## src/pkg/edcca_params.svh

```systemverilog
// Register offsets, field positions, reset values and codes for the energy-detect and channel-assessment block
`ifndef EDCCA_PARAMS_SVH
`define EDCCA_PARAMS_SVH
`define EDCCA_OFS_REPEAT 12'h664
`define EDCCA_OFS_LEVEL 12'h668
`define EDCCA_OFS_CTRL 12'h66c
`define EDCCA_OFS_CMD 12'h670
`define EDCCA_OFS_STATUS 12'h674
`define EDCCA_CTRL_RESET 32'h052d0000
`define EDCCA_MODE_LSB 0
`define EDCCA_MODE_MSB 2
`define EDCCA_EDTH_LSB 8
`define EDCCA_EDTH_MSB 15
`define EDCCA_CTH_LSB 16
`define EDCCA_CTH_MSB 23
`define EDCCA_CNT_LSB 24
`define EDCCA_CNT_MSB 31
`define EDCCA_CMD_ED 0
`define EDCCA_CMD_CCA 1
`define EDCCA_ST_EDEND 0
`define EDCCA_ST_BUSY 1
`define EDCCA_ST_IDLE 2
`define EDCCA_ST_RUN 3
`define EDCCA_ADDR_W 12
`endif

```

## src/pkg/edcca_pkg.sv

```systemverilog
// Types for the energy-detect and channel-assessment block
package edcca_pkg;
  typedef enum logic [2:0] {
    EDCCA_ENERGY_ONLY = 3'h0,
    EDCCA_CARRIER_ONLY = 3'h1,
    EDCCA_CARRIER_AND_ENERGY = 3'h2,
    EDCCA_CARRIER_OR_ENERGY = 3'h3,
    EDCCA_ENERGY_FIRST_HIT_TEST = 3'h4
  } edcca_mode_t;
  typedef enum logic [1:0] {
    EDCCA_IDLE = 2'b00,
    EDCCA_SCAN = 2'b01,
    EDCCA_ASSESS = 2'b10
  } edcca_fsm_t;
  typedef struct packed {
    logic [31:0] repeat_count;
    logic [7:0] level;
    logic [31:0] ctrl;
    edcca_fsm_t fsm;
    logic [31:0] left;
    logic [7:0] hits;
    logic energy_seen;
    logic ed_end;
    logic cca_busy;
    logic cca_idle;
    logic ack;
    logic [31:0] dat;
  } edcca_state_t;
endpackage

```

## src/design/edcca_core.sv

```systemverilog
// Energy-detect scan and channel-assessment engine with a classic Wishbone slave
// Behaviour
// - A repeat count of 0 gives one energy scan and a count of N gives N plus 1 scans.
// - The highest energy seen over all scans of one operation is kept in the level result register.
// - First-hit test mode ends the assessment at the first sample over threshold, with no averaging.
// - Energy is compared with the energy threshold in every mode but carrier only.
// - The correlator threshold counts only in the three carrier modes.
// - A nonzero hit limit enables correlator detection and zero disables it.
`timescale 1ns/1ps
`include "edcca_params.svh"
module edcca_core (
  input wire logic SYS_CLK,
  input wire logic RST,
  input wire logic CLK_EN,
  input wire logic WB_CYC_I,
  input wire logic WB_STB_I,
  input wire logic WB_WE_I,
  input wire logic [11:0] WB_ADR_I,
  input wire logic [3:0] WB_SEL_I,
  input wire logic [31:0] WB_DAT_I,
  output logic [31:0] WB_DAT_O,
  output logic WB_ACK_O,
  input wire logic SAMPLE_VALID,
  input wire logic [7:0] SAMPLE_ENERGY,
  input wire logic [7:0] SAMPLE_CORR,
  input wire logic ASSESS_WINDOW_END,
  output logic ED_END,
  output logic CCA_BUSY,
  output logic CCA_IDLE
);
  edcca_pkg::edcca_state_t cur, nxt;
  logic req, wr;
  logic [2:0] mode;
  logic [7:0] ed_th, c_th, c_lim;
  logic over_ed, over_c, carrier, busy_now;
  logic [31:0] wmask;
  assign req = WB_CYC_I && WB_STB_I && !cur.ack;
  assign wr = req && WB_WE_I;
  assign mode = cur.ctrl[`EDCCA_MODE_MSB:`EDCCA_MODE_LSB];
  assign ed_th = cur.ctrl[`EDCCA_EDTH_MSB:`EDCCA_EDTH_LSB];
  assign c_th = cur.ctrl[`EDCCA_CTH_MSB:`EDCCA_CTH_LSB];
  assign c_lim = cur.ctrl[`EDCCA_CNT_MSB:`EDCCA_CNT_LSB];
  assign over_ed = SAMPLE_VALID && (SAMPLE_ENERGY > ed_th);
  assign over_c = SAMPLE_VALID && (SAMPLE_CORR > c_th);
  // Zero limit disables carrier detect entirely
  assign carrier = (c_lim != 8'h00) && (cur.hits >= c_lim);
  genvar i;
  generate
    for (i = 0; i < 4; i++) begin : g_lane
      assign wmask[i*8 +: 8] = {8{WB_SEL_I[i]}};
    end
  endgenerate
  always_comb begin
    case (mode)
      edcca_pkg::EDCCA_ENERGY_ONLY: busy_now = cur.energy_seen;
      edcca_pkg::EDCCA_CARRIER_ONLY: busy_now = carrier;
      edcca_pkg::EDCCA_CARRIER_AND_ENERGY: busy_now = carrier && cur.energy_seen;
      edcca_pkg::EDCCA_CARRIER_OR_ENERGY: busy_now = carrier || cur.energy_seen;
      edcca_pkg::EDCCA_ENERGY_FIRST_HIT_TEST: busy_now = cur.energy_seen;
      default: busy_now = cur.energy_seen;
    endcase
  end
  // ==========================================
  // Register bus and engine next state
  always_comb begin
    nxt = cur;
    nxt.ack = req;
    nxt.ed_end = 1'b0;
    nxt.cca_busy = 1'b0;
    nxt.cca_idle = 1'b0;
    if (wr) begin
      case (WB_ADR_I)
        `EDCCA_OFS_REPEAT: nxt.repeat_count = (cur.repeat_count & ~wmask) | (WB_DAT_I & wmask);
        `EDCCA_OFS_CTRL: nxt.ctrl = (cur.ctrl & ~wmask) | (WB_DAT_I & wmask);
        `EDCCA_OFS_CMD: begin
          // Commands ignored while an operation runs
          if (cur.fsm == edcca_pkg::EDCCA_IDLE && WB_SEL_I[0]) begin
            if (WB_DAT_I[`EDCCA_CMD_ED]) begin
              nxt.fsm = edcca_pkg::EDCCA_SCAN;
              nxt.left = cur.repeat_count;
              nxt.level = 8'h00;
            end else if (WB_DAT_I[`EDCCA_CMD_CCA]) begin
              nxt.fsm = edcca_pkg::EDCCA_ASSESS;
              nxt.hits = 8'h00;
              nxt.energy_seen = 1'b0;
            end
          end
        end
        default: nxt.ack = req;
      endcase
    end
    nxt.dat = 32'h00000000;
    if (req && !WB_WE_I) begin
      case (WB_ADR_I)
        `EDCCA_OFS_REPEAT: nxt.dat = cur.repeat_count;
        `EDCCA_OFS_LEVEL: nxt.dat = {24'h000000, cur.level};
        `EDCCA_OFS_CTRL: nxt.dat = cur.ctrl;
        `EDCCA_OFS_STATUS: begin
          nxt.dat[`EDCCA_ST_EDEND] = cur.ed_end;
          nxt.dat[`EDCCA_ST_BUSY] = cur.cca_busy;
          nxt.dat[`EDCCA_ST_IDLE] = cur.cca_idle;
          nxt.dat[`EDCCA_ST_RUN] = (cur.fsm != edcca_pkg::EDCCA_IDLE);
        end
        default: nxt.dat = 32'h00000000;
      endcase
    end
    // ==========================================
    // Scan and assessment sequencing
    case (cur.fsm)
      edcca_pkg::EDCCA_IDLE: begin
      end
      edcca_pkg::EDCCA_SCAN: begin
        if (SAMPLE_VALID) begin
          if (SAMPLE_ENERGY > cur.level) begin
            nxt.level = SAMPLE_ENERGY;
          end
          if (cur.left == 32'h00000000) begin
            nxt.fsm = edcca_pkg::EDCCA_IDLE;
            nxt.ed_end = 1'b1;
          end else begin
            nxt.left = cur.left - 32'h00000001;
          end
        end
      end
      edcca_pkg::EDCCA_ASSESS: begin
        if (over_ed) begin
          nxt.energy_seen = 1'b1;
        end
        if (over_c && cur.hits != 8'hff) begin
          nxt.hits = cur.hits + 8'h01;
        end
        // Test mode stops on the first raw sample over threshold
        if (mode == edcca_pkg::EDCCA_ENERGY_FIRST_HIT_TEST && over_ed) begin
          nxt.fsm = edcca_pkg::EDCCA_IDLE;
          nxt.cca_busy = 1'b1;
        end else if (ASSESS_WINDOW_END) begin
          // Decision uses flags from before this cycle's sample
          nxt.fsm = edcca_pkg::EDCCA_IDLE;
          nxt.cca_busy = busy_now;
          nxt.cca_idle = !busy_now;
        end
      end
      default: nxt.fsm = edcca_pkg::EDCCA_IDLE;
    endcase
  end
  // ==========================================
  // State register
  always_ff @(posedge SYS_CLK or posedge RST) begin
    if (RST) begin
      cur <= '0;
      cur.ctrl <= `EDCCA_CTRL_RESET;
    end else if (CLK_EN) begin
      cur <= nxt;
    end
  end
  // ==========================================
  // Outputs
  assign WB_DAT_O = cur.dat;
  assign WB_ACK_O = cur.ack;
  assign ED_END = cur.ed_end;
  assign CCA_BUSY = cur.cca_busy;
  assign CCA_IDLE = cur.cca_idle;
  // ==========================================
  // Checks
  scan_single_a: assert property (@(posedge SYS_CLK) disable iff (RST)
    (cur.fsm == edcca_pkg::EDCCA_SCAN && cur.left == 32'h0 && SAMPLE_VALID && CLK_EN) |=> ED_END)
    else $error("scan did not end on last sample");
  level_max_a: assert property (@(posedge SYS_CLK) disable iff (RST)
    (cur.fsm == edcca_pkg::EDCCA_SCAN && SAMPLE_VALID && CLK_EN) |=> cur.level >= $past(SAMPLE_ENERGY))
    else $error("level below scanned sample");
  first_hit_a: assert property (@(posedge SYS_CLK) disable iff (RST)
    (cur.fsm == edcca_pkg::EDCCA_ASSESS && mode == 3'h4 && over_ed && CLK_EN) |=> CCA_BUSY && cur.fsm == 2'b00)
    else $error("test mode did not stop on first hit");
  carrier_only_a: assert property (@(posedge SYS_CLK) disable iff (RST)
    (cur.fsm == edcca_pkg::EDCCA_ASSESS && mode == 3'h1 && c_lim == 8'h0 && ASSESS_WINDOW_END && CLK_EN) |=> CCA_IDLE)
    else $error("carrier mode busy with detection off");
  energy_busy_a: assert property (@(posedge SYS_CLK) disable iff (RST)
    (cur.fsm == edcca_pkg::EDCCA_ASSESS && mode == 3'h0 && cur.energy_seen && ASSESS_WINDOW_END && CLK_EN) |=> CCA_BUSY)
    else $error("energy mode missed busy");
  outcome_excl_a: assert property (@(posedge SYS_CLK) disable iff (RST)
    !(CCA_BUSY && CCA_IDLE) && !(ED_END && (CCA_BUSY || CCA_IDLE)))
    else $error("events not distinct");
  ack_once_a: assert property (@(posedge SYS_CLK) disable iff (RST)
    WB_ACK_O && CLK_EN |=> !WB_ACK_O)
    else $error("ack held two cycles");
  ctrl_write_a: assert property (@(posedge SYS_CLK) disable iff (RST)
    (wr && WB_ADR_I == `EDCCA_OFS_CTRL && WB_SEL_I == 4'hf && CLK_EN) |=> cur.ctrl == $past(WB_DAT_I))
    else $error("control write lost");
  ack_follows_a: assert property (@(posedge SYS_CLK) disable iff (RST)
    (req && CLK_EN) |=> WB_ACK_O)
    else $error("request not acknowledged");
  scan_start_a: assert property (@(posedge SYS_CLK) disable iff (RST)
    (wr && WB_ADR_I == `EDCCA_OFS_CMD && WB_DAT_I[0] && WB_SEL_I[0] && cur.fsm == edcca_pkg::EDCCA_IDLE && CLK_EN)
    |=> cur.level == 8'h00 && cur.left == $past(cur.repeat_count))
    else $error("scan start did not load count");
  carrier_busy_a: assert property (@(posedge SYS_CLK) disable iff (RST)
    (cur.fsm == edcca_pkg::EDCCA_ASSESS && mode == 3'h1 && carrier && ASSESS_WINDOW_END && CLK_EN) |=> CCA_BUSY)
    else $error("carrier detect missed busy");
  energy_idle_a: assert property (@(posedge SYS_CLK) disable iff (RST)
    (cur.fsm == edcca_pkg::EDCCA_ASSESS && mode == 3'h0 && !cur.energy_seen && ASSESS_WINDOW_END && CLK_EN) |=> CCA_IDLE)
    else $error("energy mode missed idle");
  status_run_a: assert property (@(posedge SYS_CLK) disable iff (RST)
    (req && !WB_WE_I && WB_ADR_I == `EDCCA_OFS_STATUS && cur.fsm != edcca_pkg::EDCCA_IDLE && CLK_EN)
    |=> WB_DAT_O[`EDCCA_ST_RUN])
    else $error("status lost running bit");
  // Enable low must hold every bit, bus and engine alike
  freeze_hold_a: assert property (@(posedge SYS_CLK) disable iff (RST)
    !CLK_EN |=> cur == $past(cur))
    else $error("state moved while frozen");
  scan_cov_c: cover property (@(posedge SYS_CLK) disable iff (RST) ED_END);
  first_hit_cov_c: cover property (@(posedge SYS_CLK) disable iff (RST) CCA_BUSY && mode == 3'h4);
  freeze_cov_c: cover property (@(posedge SYS_CLK) disable iff (RST) !CLK_EN && cur.fsm == edcca_pkg::EDCCA_SCAN);
  busy_cov_c: cover property (@(posedge SYS_CLK) disable iff (RST) CCA_BUSY && mode == 3'h3);
  idle_cov_c: cover property (@(posedge SYS_CLK) disable iff (RST) CCA_IDLE);
endmodule

```

## config.mk

```make
export PLATFORM = sky130hd
export DESIGN_NAME = edcca_core
export DESIGN_NICKNAME = d
export VERILOG_FILES = /design/src/pkg/edcca_pkg.sv /design/src/design/edcca_core.sv
export VERILOG_INCLUDE_DIRS = /design/src /design/src/pkg
export SDC_FILE = /design/constraint.sdc
export NUM_CORES = 1
export LEC_CHECK = 0
export ABC_AREA = 1
export BUFFER_PORTS_ARGS = -buffer_cell sky130_fd_sc_hd__buf_2
export CAP_MARGIN = 30
export CORE_MARGIN = 5
export CORE_UTILIZATION = 53
export CTS_CLUSTER_DIAMETER = 50
export DETAILED_ROUTE_END_ITERATION = 7
export MAX_ROUTING_LAYER = met4
export PLACE_DENSITY = 0.8
export SETUP_SLACK_MARGIN = 0.2
export SLEW_MARGIN = 15
export SYNTH_ARGS = -nofsm -noshare
export SYNTH_HDL_FRONTEND = slang
export SYNTH_SLANG_ARGS = --single-unit
```

## constraint.sdc

```tcl
create_clock -name SYS_CLK -period 15.17 [get_ports SYS_CLK]
set_input_delay 4.551 -clock SYS_CLK [delete_from_list [all_inputs] [get_ports SYS_CLK]]
set_output_delay 4.551 -clock SYS_CLK [all_outputs]
set_load 0.01 [all_outputs]
```

==> summary.txt, run 1 <==
Logic synthesis
  • Synthesized flop and latch total: 151
  • Mapped Cells: ~1300
  • Syn nets: about 1400
  • Syn_area_per_cell: slightly above 7 um2
  • Cell variety after synth: 38
  • Synth Warn #: 0
  • Mapped cell area: approximately 9300 um2
  • Sequential cell area fraction in the yosys report: roughly two fifths

Clocking
  • TritonCTS clock tree: built
  • Clock Pin Slew Worst Setup and Hold Paths: about 60 ps
  • H-tree levels: 4
  • Number of buffers added for setup after CTS: 0
  • Clk sinks: between 150 and 200
  • Clock Latency Late Sink: approximately 440 ps
  • Hold_buf cts: 0
  • Resize count post-CTS: 0
  • Max Root-Sink Buffers: 2
  • Clock Tree Root: clkbuf_16
  • Clock buffer count from CTS: 17

Drt
  • Total length of routed wires: 26.4 mm
  • DRC viols: 0
  • Vias per cell: approximately 5.6
  • Post-DRT Antenna Nets: 0
  • Vias: 8905
  • Detailed Routing Iterations Pass 1: 5
  • Initial DRC Count: just over 900
  • Drt wl/cell: 16.6 um

Global routing
  • Vias in the first global route: ~8500
  • Remaining global-route overflow: 0
  • First-pass GRT wire length: about 43 mm
  • Gr usage total: between 20 and 30%
  • Largest net degree at the start of global routing: between 80 and 90
  • Antenna violations before repair: 0

STA
  • RSZ-0062 raised after global routing: no
  • Setup TNS: 0 ps
  • Period utilisation layout: approximately 46%
  • F_max: ~0.14 GHz
  • Period minus WS final: ~7000 ps
  • Fin. max-slew vios: 0
  • Worst clock skew: 8.13 ps
  • Worst-margin pin slew: between 800 and 900 ps
  • Worst rel slew slack: between 40% and 50%
  • Final setup vio count: 0
  • Final-report hold violation count: 0

Worst setup path
  • Cell Chain, Critical Path: buf_2 > nor2_1 > inv_1 > nor3_1 > nand2_1 > inv_1 > nand3_1 > o21ai_0
  • CP bufs+invs: 3
  • CP Launch Type: primary input
  • Crit path arrival time: 7360 ps
  • CP max stage delay: between 700 and 800 ps
  • Critical path type: in -> reg
  • Slowest CP cell: inv_1
  • Cell family with most CP delay: simple AND/OR/NAND/NOR gates
  • Crit-path max FO: 21
  • Most used cell, CP: inv_1
  • CP Data Required Time: 15510 ps
  • CP Capture Type: flop

Floorplan
  • Starting Density: around 54%
  • Die height: 142 um
  • Die W: roughly 140 um
  • Rows: 48
  • Die area: just over 20000 um2
  • Core box area: approximately 17000 um2
  • Ports: approximately 110

Power
  • Pwr Density: 111 nW/um2
  • Total power: roughly 0.0012 W
  • Leakage power: ~5.3 nW
  • Maximum vdd drop: 86.1 uV

Flow run
  • Max Cap Viol: 0

Hold path
  • Worst Hold Class: reg -> reg

Placed design
  • RD Place Congestion: approximately 0.94
  • Number of I/O port buffers: approximately 110
  • HPWL Detailed: 18.6 mm

Cells and area
  • Final net count: 1457
  • Share of layout cells above drive strength 1: around an eighth
  • Utilization after layout: 60.1%
  • Final antenna diode count: 0
  • Layout Area Growth over Synthesis: 11.4%

Outcome
  • Status: finished clean
==> per-stage QoR <==
step	instances	instance area, um2	hold WS, ps	worst slack (ps)
final	1588	10400	475	8140
after global routing	1588	10400	495	7880
after CTS	1588	10400	476	8220
after detailed placement	1556	9760	465	7790
after global placement	1555	9740	461	7960
after floorplan	1292	9300	450	6560
==> area by class of cell <==
cell class,count,area [um2]
fillers,1501,6880
clock inverters,13,171
flip-flops and latches,151,3790
repair buffers,114,596
clock buffers,19,433
multi-input cells,901,4470
well taps,225,282
inverters,165,624
==> worst reg2reg max path, stage by stage (launching register included) <==
cell and delay, ps:
dfrtp_1 410, inv_1 110, ha_1 160, inv_1 40, nor2_1 80, nand2_1 50, nor2_1 130, nand2_1 70
nor2_1 260, nand2_1 120, nand2_1 530, buf_8 240, o211ai_1 110, nand3_1 100, nand2_1 50
==> where the power goes <==
part / internal (W) / switching [W] / leakage, nW / total (W)
sequential: 0.000434 / 0.0000420 / 2.03 / 0.000476
clock: 0.000261 / 0.000182 / 0.277 / 0.000443
combinational: 0.0000837 / 0.000151 / 2.99 / 0.000235
==> cell families after synthesis <==
logic type               after synthesis  synth area share, %
XOR/XNOR                              12                 1.13
flip-flops                           151                 40.7
AO/OA/AOI/OAI                        217                 13.3
buffers and inverters                240                 11.3
AND/OR/NAND/NOR                      637                 28.9
adder cells (fa/ha/maj)               35                 4.71
==> cell usage in the layout (no fill, tap or decap), types with 2 or more instances in the layout <==
| cell type | netlist | layout |
|---|---|---|
| xnor2_1 | 6 | 6 |
| ha_1 | 35 | 35 |
| nand4_1 | 20 | 20 |
| o211ai_1 | 7 | 7 |
| nor2_1 | 93 | 93 |
| inv_2 | 2 | 2 |
| clkbuf_1 | 26 | 2 |
| nand2_2 | 5 | 5 |
| buf_2 | 10 | 107 |
| clkinv_4 | 0 | 2 |
| nor4_1 | 2 | 2 |
| o21a_1 | 2 | 2 |
| dfstp_2 | 6 | 6 |
| o21ai_0 | 121 | 121 |
| nand2_1 | 393 | 393 |
| o22ai_1 | 12 | 12 |
| nor3_1 | 8 | 8 |
| o21bai_1 | 2 | 2 |
| nand3_1 | 100 | 99 |
| a21oi_1 | 19 | 18 |
| bufinv_16 | 0 | 3 |
| clkinvlp_4 | 0 | 5 |
| inv_1 | 163 | 162 |
| buf_4 | 33 | 6 |
| clkbuf_16 | 0 | 17 |
| inv_6 | 0 | 4 |
| dfrtp_1 | 145 | 145 |
| nand3_2 | 2 | 3 |
| o21ai_1 | 26 | 26 |
| nand3b_1 | 10 | 10 |
| xor2_1 | 6 | 6 |
| a22o_1 | 23 | 23 |
==> routing by layer <==
layer	track usage, %	part of all wire (%)	up-vias	wire (um)
met5	-	0	-	0
met4	10.9	3.3	0	871
met3	5.17	8.3	86	2180
met2	41.1	46	411	12000
met1	36.6	43	4143	11300
li1	-	-	4265	-
==> Yosys cell counts <==
master	number	share of area, %
o221ai_1	1	0.094
nor4_4	1	0.23
a21o_1	1	0.081
xor2_1	6	0.57
nand3b_1	10	0.81
dfrtp_1	145	39
nor3_4	1	0.17
nand3_2	2	0.22
nor4_1	2	0.13
a21oi_1	19	1.0
nand2_2	5	0.34
nor3_2	1	0.11
buf_4	33	2.7
a22o_1	23	2.2
nand3_1	100	5.4
clkbuf_1	26	1.0
o21ai_0	121	6.5
buf_1	4	0.16
o21bai_1	2	0.16
dfstp_2	6	1.7
o211ai_1	7	0.57
inv_1	163	6.6
o21a_1	2	0.16
buf_2	10	0.54
o31ai_1	1	0.081
xnor2_1	6	0.57
or2_2	1	0.067
buf_6	2	0.24
a21boi_0	1	0.081
nor2_1	93	3.8
o21ai_1	26	1.4
nand2_1	393	16
a31oi_2	1	0.13
nor3_1	8	0.43
inv_2	2	0.081
o22ai_1	12	0.81
ha_1	35	4.7
nand4_1	20	1.3
==> final timing paths <==
kind,slack [ps],startpoint,end,depth (start not counted)
max in group asynchronous,9550,RST,async pin,3
worst max register to register,12600,cur[45],cur[63],14
worst min register to register,480,flop,flop,2
min in group asynchronous,4250,RST,WB_DAT_O[10],2
worst max-delay path,8140,WB_ADR_I[1],flop,8
worst min-delay path,480,flop,flop,2
Power figures use the tool's default switching activity.
==> run 2: changes to the inputs <==
PLACE_DENSITY = 0.83   (was 0.8)
clock period = 5.8 ns   (was 15.17 ns; I/O delays follow)
==> run 2 against run 1 <==
  * Cell count did not move
  * Highest routed layer unchanged
  * Combinational power grew to 2.6 times the previous value
  * Largest power group unchanged
  * Via count grew 0.55%
==> summary.txt, run 2 (synthesis gave the netlist of run 1 again) <==
Cells and area
  • Most frequent cells in the layout: nand2_1, inv_1, dfrtp_1
  • Final net count: 1457
  • Commonest non-fill, non-tap cell in the layout: nand2_1
  • Filler cells: about 1500
  • Layout Area Growth over Synthesis: 12.0%
  • Final antenna diode count: 0
  • Share of layout cells above drive strength 1: 12.4%
  • Final Instance Area: roughly 10000 um2

Clocking
  • Max Root-Sink Buffers: 2
  • TritonCTS clock tree: built
  • Clock Latency Late Sink: between 400 and 500 ps
  • Resize count post-CTS: 0
  • Number of buffers added for setup after CTS: 0
  • H-tree levels: 4
  • Clock Pin Slew Worst Setup and Hold Paths: ~60 ps
  • Clock Tree Root: clkbuf_16
  • Clk sinks: about 150
  • Clock buffer count from CTS: 17
  • Hold_buf cts: 0

Power
  • Leakage power: ~5.3 nW
  • Pwr Density: between 200 and 300 nW/um2
  • Maximum vdd drop: around 230 uV

Outcome
  • Status: finished clean

Placed design
  • RD Place Congestion: 0.903
  • Number of I/O port buffers: ~110
  • Post-place instance area: 9770 um2
  • HPWL Detailed: ~19 mm

Worst setup path
  • CP max stage delay: roughly 750 ps
  • CP bufs+invs: 3
  • Crit-path max FO: 21
  • Crit path arrival time: approximately 4800 ps
  • Slowest CP cell: inv_1
  • Critical path type: in -> reg
  • FF-to-FF path depth: 9
  • CP Capture Type: flop
  • Most used cell, CP: inv_1
  • CP Data Required Time: 6120 ps
  • CP Launch Type: primary input
  • Crit. path cell count: 8
  • Cell family with most CP delay: simple AND/OR/NAND/NOR gates
  • Cell Chain, Critical Path: buf_2 > nor2_1 > inv_1 > nor3_1 > nand2_1 > inv_1 > nand3_1 > o21ai_0

Drt
  • Vias: just under 9000
  • Drt wl/cell: 16.5 um
  • DRC viols: 0
  • Vias per cell: about 5.6
  • Total length of routed wires: around 26 mm
  • Initial DRC Count: slightly below 1000
  • Post-DRT Antenna Nets: 0
  • Detailed Routing Iterations Pass 1: 6

Global routing
  • Gr usage total: approximately 27%
  • Remaining global-route overflow: 0
  • Largest net degree at the start of global routing: around 150
  • Vias in the first global route: 8503
  • First-pass GRT wire length: around 43 mm
  • Antenna violations before repair: 0

Flow run
  • Max Cap Viol: 0

STA
  • Period minus WS final: between 4000 and 5000 ps
  • Worst rel slew slack: 40.0%
  • F_max: around 0.23 GHz
  • RSZ-0062 raised after global routing: no
  • Period utilisation layout: between 70% and 80%
  • Worst clock skew: roughly 6.5 ps
  • Final-report hold violation count: 0
  • Worst-margin pin slew: roughly 900 ps
  • WHS: between 400 and 500 ps
  • Final setup vio count: 0
  • Fin. max-slew vios: 0
  • Setup TNS: 0 ps

Floorplan
  • Core box area: 17200 um2
  • Die W: approximately 140 um
  • Rows: 48
  • Die area: between 20000 and 25000 um2
  • Ports: around 110
  • Die height: 142 um
  • Starting Density: a little over half

Hold path
  • Worst Hold Class: reg -> reg
  • Hold Path Depth: 2
[run 2: cell type report]
cell class | instances | area (um2) | share of cell area (%)
timing repair buffer | 114 | 608 | 5.84
clock inverter | 13 | 194 | 1.86
inverter | 165 | 623 | 5.98
sequential | 151 | 3790 | 36.4
multi-input combinational | 901 | 4470 | 42.9
tap | 225 | 282 | 2.70
clock buffer | 19 | 453 | 4.35
[run 2: path summary, 6_finish.rpt]
path	end	start	slack (ps)
min in group asynchronous	cur[50]	RST	1490
max in group asynchronous	cur[75]	RST	3580
setup reg to reg	cur[62]	WB_ACK_O	3190
setup / recovery	flop	WB_ADR_I[1]	1370
hold / removal	WB_DAT_O[5]	WB_DAT_O[5]	480
hold reg to reg	WB_DAT_O[5]	WB_DAT_O[5]	480
[run 2: report_power, final]
| group | switching [W] | internal, W | leakage (nW) |
|---|---|---|---|
| clock network | 0.000471 | 0.000748 | 0.308 |
| registers | 0.000110 | 0.00114 | 2.03 |
| logic | 0.000393 | 0.000220 | 3.00 |
[run 2: per-stage QoR]
stage	setup slack [ps]	std cells	power (W)	utilization, %
final	1370	1588	0.00308	60.4
after global routing	1180	1588	0.00324	60.4
after CTS	1450	1588	0.00307	60.4
after detailed placement	1180	1556	0.00186	56.7
after global placement	1360	1555	0.00184	56.6
after floorplan	2160	1292	0.00169	-
[run 2: worst min-delay path, stage by stage, from the launching register on]
cell	delay, ps
dfrtp_1	340
nand2_1	60
nand2_1	50
[run 2: per-layer routing]
layer	share of wire [%]	vias to the layer above	GRT usage (%)	wire length (um)
li1	-	4270	-	-
met1	42	4207	35.6	11000
met2	47	411	42.0	12200
met3	7.8	66	4.77	2050
met4	3.4	0	10.9	886
met5	0	-	-	0
==> run 3: changes to the inputs <==
PLACE_DENSITY = 0.8   (was 0.83)
clock period = 4.2 ns   (was 5.8 ns; I/O delays follow)
==> run 3 against run 2 <==
  * Wire length is 1.3% higher
  * Die area stayed put
  * Critical path depth is 2 higher
  * Largest cell class unchanged
==> summary.txt, run 3 (synthesis gave the netlist of run 1 again) <==
Drt
  • Post-DRT Antenna Nets: 0
  • Total length of routed wires: 26.5 mm
  • Initial DRC Count: a little over 1000
  • Vias: 8937
  • DRC viols: 0
  • Detailed Routing Iterations Pass 1: 7
  • Drt wl/cell: 16.6 um
  • Vias per cell: around 5.6

Clocking
  • TritonCTS clock tree: built
  • Clock Pin Slew Worst Setup and Hold Paths: about 70 ps
  • Hold_buf cts: 0
  • Number of buffers added for setup after CTS: 0
  • Clock Tree Root: clkbuf_16
  • H-tree levels: 4
  • Max Root-Sink Buffers: 2
  • Resize count post-CTS: 0
  • Clk sinks: approximately 150
  • Clock buffer count from CTS: 17
  • Clock Latency Late Sink: 430 ps

STA
  • Period utilisation layout: approximately three quarters
  • Period minus WS final: 3070 ps
  • Final setup vio count: 0
  • Fin. max-slew vios: 0
  • Worst clock skew: 8.94 ps
  • Setup TNS: 0 ps
  • F_max: approximately 0.33 GHz
  • Worst rel slew slack: between 40% and 50%
  • Worst-margin pin slew: around 890 ps
  • RSZ-0062 raised after global routing: no
  • Final-report hold violation count: 0

Worst setup path
  • Crit path arrival time: around 3400 ps
  • Worst R2R Start: cur[77]
  • Crit-path max FO: 16
  • Flop2flop setup slack: approximately 1600 ps
  • CP Launch Type: primary input
  • CP Capture Type: flop
  • Critical path type: in -> reg
  • Critical R2R Capture: cur[49]
  • FF-to-FF path depth: 9
  • CP Data Required Time: about 4500 ps

Power
  • Leakage power: roughly 5.3 nW
  • Maximum vdd drop: ~290 uV
  • Pwr Density: around 400 nW/um2

Cells and area
  • Register area: about 3800 um2
  • Commonest non-fill, non-tap cell in the layout: nand2_1
  • Utilization after layout: 60.3%
  • Multi-input gate area: 4470 um2
  • Most frequent cells in the layout: nand2_1, inv_1, dfrtp_1
  • Layout Area Growth over Synthesis: 11.9%
  • Share of layout cells above drive strength 1: 12.7%
  • Final net count: approximately 1500
  • Filler cells: around 1500

Floorplan
  • Starting Density: a little over half
  • Rows: 48
  • Ports: ~110
  • Core box area: 17200 um2
  • Die height: ~140 um
  • Die W: 142 um
  • Die area: ~20000 um2

Hold path
  • Hold Crit Start: WB_DAT_O[6]
  • Hold EP: WB_DAT_O[6]
  • Hold Path Depth: 2
  • Worst Hold Class: reg -> reg

Global routing
  • Vias in the first global route: 8627
  • Remaining global-route overflow: 0
  • Gr usage total: roughly 28%
  • Antenna violations before repair: 1
  • First-pass GRT wire length: roughly 43 mm
  • Largest net degree at the start of global routing: about 150

Outcome
  • Status: finished clean

Placed design
  • HPWL Detailed: approximately 19 mm
  • Number of I/O port buffers: 107
  • RD Place Congestion: between 0.9 and 1

Flow run
  • Max Cap Viol: 0
run 3: changes by cell type in the layout (fill, tap and decap cells not counted), sizes merged:
cell	previous run	this run
inv	166	170
clkinv	4	3
diode	0	1
bufinv	4	2
buf	114	119
clkbuf	19	18
run 3: area by class of cell:
type	count	share of cell area (%)
Antenna cell	1	0.0241
Clock buffer	18	4.22
Clock inverter	14	1.56
Inverter	165	5.99
Multi-Input combinational cell	901	43.0
Sequential cell	151	36.4
Tap cell	225	2.71
Timing Repair Buffer	119	6.13
run 3: how the worst max path moves through the flow:
stage                start     endpoint  slack, ps
6_report       WB_ADR_I[1]         flop       1130
5_1_grt        WB_ADR_I[1]         flop        920
4_1_cts            WB_WE_I      cur[49]       1170
3_5_place_dp       WB_WE_I      cur[76]        790
3_3_place_gp   WB_ADR_I[1]  WB_DAT_O[2]        870
2_1_floorplan          RST     CCA_BUSY       1040
run 3: metrics by stage:
| step | hold WS [ps] | area (um2) | cells | worst slack, ps | total power (W) |
|---|---|---|---|---|---|
| CTS | 478 | 10400 | 1593 | 1170 | 0.00415 |
| floorplan | 450 | 9300 | 1292 | 1040 | 0.00233 |
| detailed placement | 460 | 9800 | 1561 | 791 | 0.00258 |
| global route | 495 | 10400 | 1594 | 918 | 0.00437 |
| finish | 475 | 10400 | 1594 | 1130 | 0.00416 |
| global placement | 458 | 9800 | 1561 | 867 | 0.00255 |
run 3: where the power goes:
group / internal [W] / switching, W
clock: 0.000907 / 0.000669
combinational: 0.000303 / 0.000561
sequential: 0.00157 / 0.000150
run 3: per-layer routing:
| layer | share of wire [%] | GRT usage, % |
|---|---|---|
| met3 | 9.1 | 5.95 |
| met2 | 47 | 43.3 |
| met1 | 42 | 36.5 |
| met5 | 0 | - |
| met4 | 2.2 | 7.55 |
run 3: worst max-delay path, stage by stage:
cell and delay (ps):
buf_2 100, nor2_1 150, inv_1 150, nor3_1 540, nand2_1 160, inv_1 250
buf_4 260, nand3_2 250, nand2_1 140, o21ai_0 100
